[src/rtwd_pkg.sv]
// Purpose: Shared constants for the reset timer and watchdog block
// Assumes: 10 MHz aclk; AXI4-Lite register access
// Notes:   Times kept in their own unit, cycle counts derived here
package rtwd_pkg;
    // ------------------------------------------------------------
    // Timing
    // ------------------------------------------------------------
    localparam int CLK_HZ = 10000000;
    localparam int LONG_DELAY_US = 18000;
    localparam int MID_DELAY_NS = 1125000;
    localparam int SHORT_DELAY_NS = 10000;
    localparam int WDOG_PERIOD_US = 18000;
    localparam int LONG_DELAY_CYC = LONG_DELAY_US * (CLK_HZ / 1000000);
    localparam int MID_DELAY_CYC = (MID_DELAY_NS + 99) / 100;
    localparam int SHORT_DELAY_CYC = (SHORT_DELAY_NS + 99) / 100;
    localparam int WDOG_PERIOD_CYC = WDOG_PERIOD_US * (CLK_HZ / 1000000);
    localparam int SYNC_STAGES = 3;

    // ------------------------------------------------------------
    // Register map (byte addresses)
    // ------------------------------------------------------------
    localparam logic [7:0] OPTION_OFFSET = 8'h00;
    localparam logic [7:0] CONTROL_OFFSET = 8'h04;
    localparam logic [7:0] STATUS_OFFSET = 8'h08;
    localparam logic [7:0] OPTION_RESET = 8'hFF;

    // Option fields
    localparam int OPT_WAKE_DIS_BIT = 7;
    localparam int OPT_PULLUP_DIS_BIT = 6;
    localparam int OPT_CLK_SRC_BIT = 5;
    localparam int OPT_EDGE_BIT = 4;
    localparam int OPT_ASSIGN_BIT = 3;
    localparam int OPT_RATIO_MSB = 2;

    // Control register fields (write one pulses)
    localparam int CTL_CLEAR_BIT = 0;
    localparam int CTL_SLEEP_BIT = 1;

    // Status register fields
    localparam int ST_TIMEOUT_N_BIT = 4;
    localparam int ST_CORE_RESET_BIT = 0;
    localparam int ST_SLEEP_BIT = 1;

    // Oscillator modes
    typedef enum logic [2:0] {
        RTWD_OSC_LOW = 3'b000,
        RTWD_OSC_XTAL = 3'b001,
        RTWD_OSC_FAST = 3'b010,
        RTWD_OSC_EXTCLK = 3'b011,
        RTWD_OSC_INT = 3'b100,
        RTWD_OSC_RC = 3'b101
    } rtwd_osc_t;

    localparam logic [1:0] AXI_OKAY = 2'b00;
    localparam logic [1:0] AXI_SLVERR = 2'b10;
endpackage

[src/rtwd_watchdog.sv]
// Purpose: Watchdog counter with optional prescaler
// Assumes: Runs on aclk, which stands in for the free-running RC oscillator
// Notes:   Expiry is a one-cycle pulse
`timescale 1ns/10ps
`default_nettype none
module rtwd_watchdog
    import rtwd_pkg::*;
#(
    parameter int PERIOD_CYC = WDOG_PERIOD_CYC
)
(
    input wire logic aclk,
    input wire logic aresetn,
    input wire logic enable,
    input wire logic clear,
    input wire logic presc_assign,
    input wire logic [2:0] presc_ratio,
    output logic expire
);
    logic [6:0] presc_count;
    logic [$clog2(PERIOD_CYC+1)-1:0] wd_count;
    logic tick;

    // --------------------------------------------------------
    // Prescaler: divisor 2^ratio when assigned
    // --------------------------------------------------------
    always_comb
    begin
        if (!presc_assign)
            tick = 1'b1;
        else
            tick = (presc_count == ((7'h01 << presc_ratio) - 7'h01));
    end

    // Prescaler count, cleared with the watchdog only when assigned
    always_ff @(posedge aclk)
    begin
        if (!aresetn || !enable)
            presc_count <= 7'h00;
        else if (clear && presc_assign)
            presc_count <= 7'h00;
        else if (tick || !presc_assign)
            presc_count <= 7'h00;
        else
            presc_count <= presc_count + 7'h01;
    end

    // Main count; disabled fuse holds it at zero forever
    always_ff @(posedge aclk)
    begin
        if (!aresetn || !enable)
        begin
            wd_count <= '0;
            expire <= 1'b0;
        end
        else if (clear)
        begin
            wd_count <= '0;
            expire <= 1'b0;
        end
        else if (tick)
        begin
            if (wd_count == $bits(wd_count)'(PERIOD_CYC - 1))
            begin
                wd_count <= '0;
                expire <= 1'b1;
            end
            else
            begin
                wd_count <= wd_count + 1'b1;
                expire <= 1'b0;
            end
        end
        else
            expire <= 1'b0;
    end
endmodule
`default_nettype wire

[src/rtwd_top.sv]
// Purpose: Power-on latch, device reset timer and watchdog with registers
// Assumes: aclk stands for the free-running on-chip oscillator; aresetn
//          stands for the power-on detector's output
// Notes:   Registers reached over AXI4-Lite; core reset is active high
//
// Function
// - Power-on reset holds chip, regardless of pin
// - Power-up sets latch, clears timer
// - Timer counts once reset input high; releases
// - Core held in reset while timer active
// - Period depends on oscillator mode, reset type
// - Reset timer runs on every power-up
// - Watchdog timeout in sleep runs full timer
// - All reset sources pass through timer
// - Watchdog on own oscillator, counts in sleep
// - Watchdog expiry resets, wakes from sleep
// - Watchdog reset clears timeout flag bit four
// - Fuse zero disables watchdog permanently
// - Unscaled watchdog expires after 18 ms
// - Option write assigns prescaler to watchdog
// - Clear-watchdog zeroes watchdog and prescaler
// - Sleep zeroes watchdog and prescaler
// - Option layout; resets to all ones
// - Pin-change or comparator wake-up clears watchdog count
// - Pin enable selects external reset or tie
`timescale 1ns/10ps
`default_nettype none
module rtwd_top
    import rtwd_pkg::*;
#(
    parameter int LONG_CYC = LONG_DELAY_CYC,
    parameter int MID_CYC = MID_DELAY_CYC,
    parameter int SHORT_CYC = SHORT_DELAY_CYC,
    parameter int WDOG_CYC = WDOG_PERIOD_CYC
)
(
    input wire logic aclk,
    input wire logic aresetn,
    input wire logic [7:0] s_axi_awaddr,
    input wire logic s_axi_awvalid,
    output logic s_axi_awready,
    input wire logic [31:0] s_axi_wdata,
    input wire logic [3:0] s_axi_wstrb,
    input wire logic s_axi_wvalid,
    output logic s_axi_wready,
    output logic [1:0] s_axi_bresp,
    output logic s_axi_bvalid,
    input wire logic s_axi_bready,
    input wire logic [7:0] s_axi_araddr,
    input wire logic s_axi_arvalid,
    output logic s_axi_arready,
    output logic [31:0] s_axi_rdata,
    output logic [1:0] s_axi_rresp,
    output logic s_axi_rvalid,
    input wire logic s_axi_rready,
    input wire logic external_reset_pin_n,
    input wire logic reset_pin_enable,
    input wire logic watchdog_enable_fuse,
    input wire logic [2:0] osc_mode,
    input wire logic clear_watchdog_instr,
    input wire logic sleep_instr,
    input wire logic pin_change_wake,
    input wire logic comparator_change_wake,
    output logic core_reset,
    output logic timeout_flag_n,
    output logic sleeping,
    output logic [7:0] timer_option_control
);
    localparam int CW = $clog2(LONG_CYC + 1);

    // ------------------------------------------------------------
    // Declarations
    // ------------------------------------------------------------
    logic [SYNC_STAGES-1:0] pin_sync;
    logic pin_level;
    logic pin_level_q;
    logic power_up;
    logic reset_latch;
    logic [CW-1:0] dly_count;
    logic [CW-1:0] dly_target;
    logic eff_reset_n;
    logic pin_fall;
    logic wdog_expire;
    logic wdog_clear;
    logic wake_event;
    logic ctl_clear;
    logic ctl_sleep;
    logic aw_held;
    logic w_held;
    logic [7:0] aw_addr;
    logic [31:0] w_data;
    logic [3:0] w_strb;
    logic do_write;

    function automatic logic [CW-1:0] delay_for(input logic [2:0] mode, input logic por);
        begin
            if (mode == RTWD_OSC_LOW || mode == RTWD_OSC_XTAL || mode == RTWD_OSC_FAST)
                delay_for = CW'(LONG_CYC);
            else if (por)
                delay_for = CW'(MID_CYC);
            else
                delay_for = CW'(SHORT_CYC);
        end
    endfunction

    // ------------------------------------------------------------
    // Reset pin synchroniser; tie high when pin function is off
    // ------------------------------------------------------------
    always_ff @(posedge aclk)
    begin
        if (!aresetn)
            pin_sync <= '0;
        else
            pin_sync <= {pin_sync[SYNC_STAGES-2:0], external_reset_pin_n};
    end

    // Level changes only when stages two and three agree
    always_ff @(posedge aclk)
    begin
        if (!aresetn)
        begin
            pin_level <= 1'b0;
            pin_level_q <= 1'b0;
        end
        else
        begin
            if (pin_sync[1] == pin_sync[2])
                pin_level <= pin_sync[2];
            pin_level_q <= pin_level;
        end
    end

    assign eff_reset_n = reset_pin_enable ? pin_level : 1'b1;
    assign pin_fall = reset_pin_enable && pin_level_q && !pin_level;

    // ------------------------------------------------------------
    // Reset latch and device reset timer
    // ------------------------------------------------------------
    assign wdog_clear = ctl_clear || clear_watchdog_instr || ctl_sleep || sleep_instr
                        || wake_event;
    assign wake_event = sleeping && (pin_change_wake || comparator_change_wake);

    // Power-up marker chooses the longer period in INT, EXTCLK and RC modes
    always_ff @(posedge aclk)
    begin
        if (!aresetn)
            power_up <= 1'b1;
        else if (reset_latch && dly_count == dly_target)
            power_up <= 1'b0;
    end

    always_comb
    begin
        dly_target = delay_for(osc_mode, power_up);
    end

    // Any source re-arms the latch; hazard: no source is skipped
    always_ff @(posedge aclk)
    begin
        if (!aresetn)
        begin
            reset_latch <= 1'b1;
            dly_count <= '0;
        end
        else if (pin_fall || wdog_expire || wake_event)
        begin
            reset_latch <= 1'b1;
            dly_count <= '0;
        end
        else if (reset_latch)
        begin
            if (!eff_reset_n)
                dly_count <= '0;
            else if (dly_count == dly_target)
                reset_latch <= 1'b0;
            else
                dly_count <= dly_count + 1'b1;
        end
    end

    // Core held while timer active or pin low
    always_ff @(posedge aclk)
    begin
        if (!aresetn)
            core_reset <= 1'b1;
        else
            core_reset <= reset_latch || !eff_reset_n;
    end

    // ------------------------------------------------------------
    // Sleep state and timeout flag
    // ------------------------------------------------------------
    always_ff @(posedge aclk)
    begin
        if (!aresetn)
            sleeping <= 1'b0;
        else if (wdog_expire || wake_event || pin_fall)
            sleeping <= 1'b0;
        else if ((ctl_sleep || sleep_instr) && !core_reset)
            sleeping <= 1'b1;
    end

    // Expiry wins over a same-cycle clear or sleep
    always_ff @(posedge aclk)
    begin
        if (!aresetn)
            timeout_flag_n <= 1'b1;
        else if (wdog_expire)
            timeout_flag_n <= 1'b0;
        else if (ctl_clear || clear_watchdog_instr || ctl_sleep || sleep_instr)
            timeout_flag_n <= 1'b1;
    end

    // ------------------------------------------------------------
    // Watchdog; clock keeps running while core sleeps
    // ------------------------------------------------------------
    rtwd_watchdog #(
        .PERIOD_CYC(WDOG_CYC)
    ) u_wdog (
        .aclk(aclk),
        .aresetn(aresetn),
        .enable(watchdog_enable_fuse),
        .clear(wdog_clear),
        .presc_assign(timer_option_control[OPT_ASSIGN_BIT]),
        .presc_ratio(timer_option_control[OPT_RATIO_MSB:0]),
        .expire(wdog_expire)
    );

    // ------------------------------------------------------------
    // AXI4-Lite write path; address and data taken in either order
    // ------------------------------------------------------------
    assign do_write = aw_held && w_held && !s_axi_bvalid;

    always_ff @(posedge aclk)
    begin
        if (!aresetn)
        begin
            aw_held <= 1'b0;
            aw_addr <= 8'h00;
        end
        else if (s_axi_awvalid && s_axi_awready)
        begin
            aw_held <= 1'b1;
            aw_addr <= s_axi_awaddr;
        end
        else if (do_write)
            aw_held <= 1'b0;
    end

    always_ff @(posedge aclk)
    begin
        if (!aresetn)
        begin
            w_held <= 1'b0;
            w_data <= 32'h0000_0000;
            w_strb <= 4'h0;
        end
        else if (s_axi_wvalid && s_axi_wready)
        begin
            w_held <= 1'b1;
            w_data <= s_axi_wdata;
            w_strb <= s_axi_wstrb;
        end
        else if (do_write)
            w_held <= 1'b0;
    end

    always_ff @(posedge aclk)
    begin
        if (!aresetn)
        begin
            s_axi_awready <= 1'b0;
            s_axi_wready <= 1'b0;
        end
        else
        begin
            s_axi_awready <= !aw_held && !(s_axi_awvalid && s_axi_awready);
            s_axi_wready <= !w_held && !(s_axi_wvalid && s_axi_wready);
        end
    end

    always_ff @(posedge aclk)
    begin
        if (!aresetn)
        begin
            s_axi_bvalid <= 1'b0;
            s_axi_bresp <= AXI_OKAY;
        end
        else if (do_write)
        begin
            s_axi_bvalid <= 1'b1;
            s_axi_bresp <= (aw_addr == OPTION_OFFSET || aw_addr == CONTROL_OFFSET)
                           ? AXI_OKAY : AXI_SLVERR;
        end
        else if (s_axi_bready)
            s_axi_bvalid <= 1'b0;
    end

    // Option register; every device reset restores all ones
    always_ff @(posedge aclk)
    begin
        if (!aresetn)
            timer_option_control <= OPTION_RESET;
        else if (reset_latch)
            timer_option_control <= OPTION_RESET;
        else if (do_write && aw_addr == OPTION_OFFSET && w_strb[0])
            timer_option_control <= w_data[7:0];
    end

    // Control pulses stand for the decoder's instructions
    always_ff @(posedge aclk)
    begin
        if (!aresetn)
        begin
            ctl_clear <= 1'b0;
            ctl_sleep <= 1'b0;
        end
        else
        begin
            ctl_clear <= do_write && aw_addr == CONTROL_OFFSET && w_strb[0]
                         && w_data[CTL_CLEAR_BIT];
            ctl_sleep <= do_write && aw_addr == CONTROL_OFFSET && w_strb[0]
                         && w_data[CTL_SLEEP_BIT];
        end
    end

    // ------------------------------------------------------------
    // AXI4-Lite read path; option is write-only, reads zero
    // ------------------------------------------------------------
    always_ff @(posedge aclk)
    begin
        if (!aresetn)
            s_axi_arready <= 1'b0;
        else
            s_axi_arready <= !s_axi_rvalid && !(s_axi_arvalid && s_axi_arready);
    end

    always_ff @(posedge aclk)
    begin
        if (!aresetn)
        begin
            s_axi_rvalid <= 1'b0;
            s_axi_rdata <= 32'h0000_0000;
            s_axi_rresp <= AXI_OKAY;
        end
        else if (s_axi_arvalid && s_axi_arready)
        begin
            s_axi_rvalid <= 1'b1;
            s_axi_rdata <= 32'h0000_0000;
            s_axi_rresp <= AXI_OKAY;
            if (s_axi_araddr == STATUS_OFFSET)
            begin
                s_axi_rdata[ST_TIMEOUT_N_BIT] <= timeout_flag_n;
                s_axi_rdata[ST_CORE_RESET_BIT] <= core_reset;
                s_axi_rdata[ST_SLEEP_BIT] <= sleeping;
            end
            else if (s_axi_araddr != OPTION_OFFSET && s_axi_araddr != CONTROL_OFFSET)
                s_axi_rresp <= AXI_SLVERR;
        end
        else if (s_axi_rready)
            s_axi_rvalid <= 1'b0;
    end
endmodule
`default_nettype wire

[config.mk]
export PLATFORM = sky130hd
export DESIGN_NAME = rtwd_top
export DESIGN_NICKNAME = d
export VERILOG_FILES = /design/src/rtwd_pkg.sv /design/src/rtwd_watchdog.sv /design/src/rtwd_top.sv
export SDC_FILE = /design/constraint.sdc
export NUM_CORES = 1
export LEC_CHECK = 0
export ABC_AREA = 1
export BUFFER_PORTS_ARGS = -buffer_cell sky130_fd_sc_hd__buf_4
export CAP_MARGIN = 20
export CORE_ASPECT_RATIO = 2
export CORE_UTILIZATION = 54
export DETAILED_ROUTE_END_ITERATION = 6
export PLACE_DENSITY = 0.84
export SETUP_SLACK_MARGIN = 0.2
export SLEW_MARGIN = 15
export SYNTH_ARGS = -nofsm -noshare
export SYNTH_HDL_FRONTEND = slang
export SYNTH_SLANG_ARGS = --single-unit
export TNS_END_PERCENT = 50
[constraint.sdc]
create_clock -name aclk -period 2.4 [get_ports aclk]
set_clock_uncertainty 0.1 [all_clocks]
set_input_delay 0.48 -clock aclk [delete_from_list [all_inputs] [get_ports aclk]]
set_output_delay 0.48 -clock aclk [all_outputs]
set_load 0.01 [all_outputs]
==> impl_metrics.env <==
export IMPL_outcome="completed"
export IMPL_reg2reg_to="u_wdog.wd_count[10]"
export IMPL_final_hold_worst_slack_ns=0.227
export IMPL_cp_endpoint="u_wdog.wd_count[10]"
export IMPL_cp_arrival_ns=2.25
export IMPL_synth_top_cells_by_area="sky130_fd_sc_hd__dfxtp_1 36%, sky130_fd_sc_hd__nand2_1 13%, sky130_fd_sc_hd__nor2_1 8.1%"
export IMPL_die_w_um=70.8
export IMPL_finalMaxSlewViolations=0
export IMPL_detail_route_iter0_violations=252
export IMPL_tns_ns=0
export IMPL_critical_path_max_fanout=17
export IMPL_floorplan_core_area_um2=9070
export IMPL_clock_share_of_power=0.448
export IMPL_post_synth_top_area_cell="sky130_fd_sc_hd__dfxtp_1"
export IMPL_grt_antenna_before_repair=0
export IMPL_drive_gt1_frac=0.144
export IMPL_grt_ovfl_total=0
export IMPL_num_antenna_cells=0
export IMPL_mappedNetlistArea_um2=5110
export IMPL_ys_types=39
export IMPL_p_sw_frac=0.236
export IMPL_async_flop_share=0
export IMPL_cts_buffers_inserted=9
export IMPL_critical_path_startpoint="timer_option_control[1]"
export IMPL_timing_hold_violations_final=0
export IMPL_maxClockFrequency_mhz=471
export IMPL_track_usage=0.270
export IMPL_drt_pass1_iterations=7
export IMPL_total_via_count_after_detailed_routing=4997
export IMPL_dp_worst_setup_slack_ns=0.172
export IMPL_post_route_worst_setup_slack_ns=0.278
export IMPL_power_net_switching_uw=778
export IMPL_setup_violations=0
export IMPL_fp_row_count=49
export IMPL_timing_rr_start="timer_option_control[1]"
export IMPL_crit_path_start_kind="register"
export IMPL_layout_worst_path_cycle_share=0.884
export IMPL_timing_critical_path_required_ns=2.53
export IMPL_place_hpwl_um=9770
export IMPL_capturing_element_type_of_the_critical_path="register"
export IMPL_sequentialPowerShare=0.486
export IMPL_design_portCount=121
export IMPL_max_slew_margin=0.580
export IMPL_num_fill_cells=816
export IMPL_detail_route_vias_per_cell=5.38
export IMPL_nets=894
export IMPL_clk_root_buffer_cell="sky130_fd_sc_hd__clkbuf_16"
export IMPL_cts_reportedPaths_clkPinSlew_ns=0.07
export IMPL_initial_core_util=0.563
export IMPL_fp_dieArea_um2=9880
export IMPL_number_of_enable_type_register_cells_in_the_synthesized_netlist=0
export IMPL_timing_worst_slew_pin_value_ns=0.629
export IMPL_synth_main_ff_cell="sky130_fd_sc_hd__dfxtp_1"
export IMPL_worst_hold_path_type="in -> reg"
export IMPL_maxCapViolCount=0
export IMPL_chipHeight_um=140
export IMPL_clock_sink_count=93
export IMPL_setup_worst_path_class="reg -> reg"
export IMPL_intPower_uw=2510
export IMPL_wl_per_cell_um=14.0
export IMPL_seqCellArea_um2=1870
export IMPL_insertion_delay_ns=0.35
export IMPL_post_synth_top_count_cell="sky130_fd_sc_hd__nand2_1"
export IMPL_worstHoldPathCells=2
export IMPL_rsz_0062_raised_after_global_routing="false"
export IMPL_rr_worst_depth=11
export IMPL_min_period_ns=2.12
export IMPL_leakagePower_uw=0.00241
export IMPL_tritoncts="done"
export IMPL_ant_nets=0
export IMPL_syn2layout_area_growth_pct=15.4
export IMPL_synth_ff_latch_count=93
export IMPL_drc_violation_count_after_routing=0
export IMPL_pwr_density_cell_nw_per_um2=557
export IMPL_multi_input_area_um2=2750
export IMPL_final_routed_wirelength_across_all_metal_layers_um=13000
export IMPL_maximum_number_of_pins_on_one_net_before_global_route_repair=35
export IMPL_share_comb_of_total_power=0.066
export IMPL_longest_clk_path_bufs=2
export IMPL_power_ir_vdd_worst_uv=576
export IMPL_syn_instance_count=758
export IMPL_most_used_standard_cells_in_the_synthesized_netlist="176 x sky130_fd_sc_hd__nand2_1, 110 x sky130_fd_sc_hd__nor2_1, 93 x sky130_fd_sc_hd__dfxtp_1"
export IMPL_number_of_port_buffers=62
export IMPL_yosys_warnings=0
export IMPL_p_total_uw=3290
export IMPL_grt_pass1_vias=4984
export IMPL_post_synth_top_area_fraction=0.364
export IMPL_globalplace_congestion=0.972
export IMPL_ctsHtreeMaxLevel=3
export IMPL_post_route_util=0.650
export IMPL_synthesized_area_per_cell_um2=6.74
export IMPL_global_route_wire_length_before_repair_um=21300
export IMPL_synth_seq_area_share=0.364
export IMPL_regToRegSetupSlack_ns=0.28
## cell type report
class | count | share of cell area
multi-input combinational | 567 | 0.466
sequential | 93 | 0.316
timing repair buffer | 74 | 0.0948
inverter | 76 | 0.0483
clock buffer | 10 | 0.0405
tap | 102 | 0.0216
clock inverter | 6 | 0.0119
## worst max-delay path, stage by stage, from the launching register on
cell and delay [ns]:
sky130_fd_sc_hd__dfxtp_4 0.39, sky130_fd_sc_hd__nor2_4 0.12, sky130_fd_sc_hd__nand2_1 0.08, sky130_fd_sc_hd__ha_1 0.31, sky130_fd_sc_hd__xnor2_1 0.13, sky130_fd_sc_hd__nor2_1 0.10
sky130_fd_sc_hd__nand3_1 0.10, sky130_fd_sc_hd__nor2_2 0.18, sky130_fd_sc_hd__nand3_4 0.12, sky130_fd_sc_hd__buf_4 0.22, sky130_fd_sc_hd__nand3_1 0.09, sky130_fd_sc_hd__a21oi_1 0.07
## what timing repair did
item | CTS | global route
endpoints found under the setup margin | 14 | 17
hold buffers | 0 | 0
resized for setup | 2 | 6
setup buffers | 0 | 2
pin swaps | 0 | 1
## routing by layer
metal	routed length, um	global-route usage	up-vias
met2	7460	0.524	139
met5	0	0	-
li1	-	-	2498
met1	4390	0.249	2300
met4	783	0.195	0
met3	349	0.0304	60
## cells by family (layout without fill, tap and decap cells)
logic type / Yosys count / in the layout / share of synthesized area
other: 1 / 31 / 0.000734
buffers and inverters: 128 / 166 / 0.124
DFF: 93 / 93 / 0.364
and+or+nand+nor: 407 / 407 / 0.350
adders and majority gates: 4 / 4 / 0.00979
AOI/OAI and AO/OA: 95 / 95 / 0.0994
xor gates and xnor gates: 30 / 30 / 0.0514
## state kept, by name (all words and copies together) (netlist names), 3 cells and up
name	count
s_axi_rdata	3
dly_count	18
aw_addr	8
w_data	8
u_wdog.presc_count	7
u_wdog.wd_count	18
pin_sync	3
timer_option_control	8
## through the flow
step	instances	cell area, um^2
final	928	5900
after global placement	910	5540
after floorplan	788	5230
after CTS	926	5860
after detailed placement	910	5540
after global routing	928	5900
## power by group through the flow
| stage | combinational, uW | sequential, uW | clock, uW |
|---|---|---|---|
| after floorplan | 160 | 1630 | 0 |
| after global placement | 210 | 1630 | 0 |
| after detailed placement | 217 | 1630 | 0 |
| after CTS | 217 | 1600 | 1470 |
| after global routing | 244 | 1600 | 1540 |
| final | 218 | 1600 | 1470 |
## how the worst min path moves through the flow
stage	from	endpoint	slack, ns
floorplan	pin_sync[0]	pin_sync[1]	0.29
global placement	pin_sync[0]	pin_sync[1]	0.30
detailed placement	pin_sync[0]	pin_sync[1]	0.31
CTS	s_axi_rready	s_axi_rvalid	0.22
global route	s_axi_rready	s_axi_rvalid	0.25
finish	s_axi_rready	s_axi_rvalid	0.23
## layout by cell type (no fill, tap or decap), drive strengths merged, types with 6 or more instances in the layout
| master | count |
|---|---|
| a21oi | 53 |
| buf | 74 |
| clkbuf | 10 |
| conb | 31 |
| dfxtp | 93 |
| inv | 74 |
| nand2 | 183 |
| nand3 | 76 |
| nand4 | 11 |
| nor2 | 117 |
| nor3 | 14 |
| o211ai | 6 |
| o21ai | 32 |
| xnor2 | 11 |
| xor2 | 19 |
(Power assumes the default switching activity.)
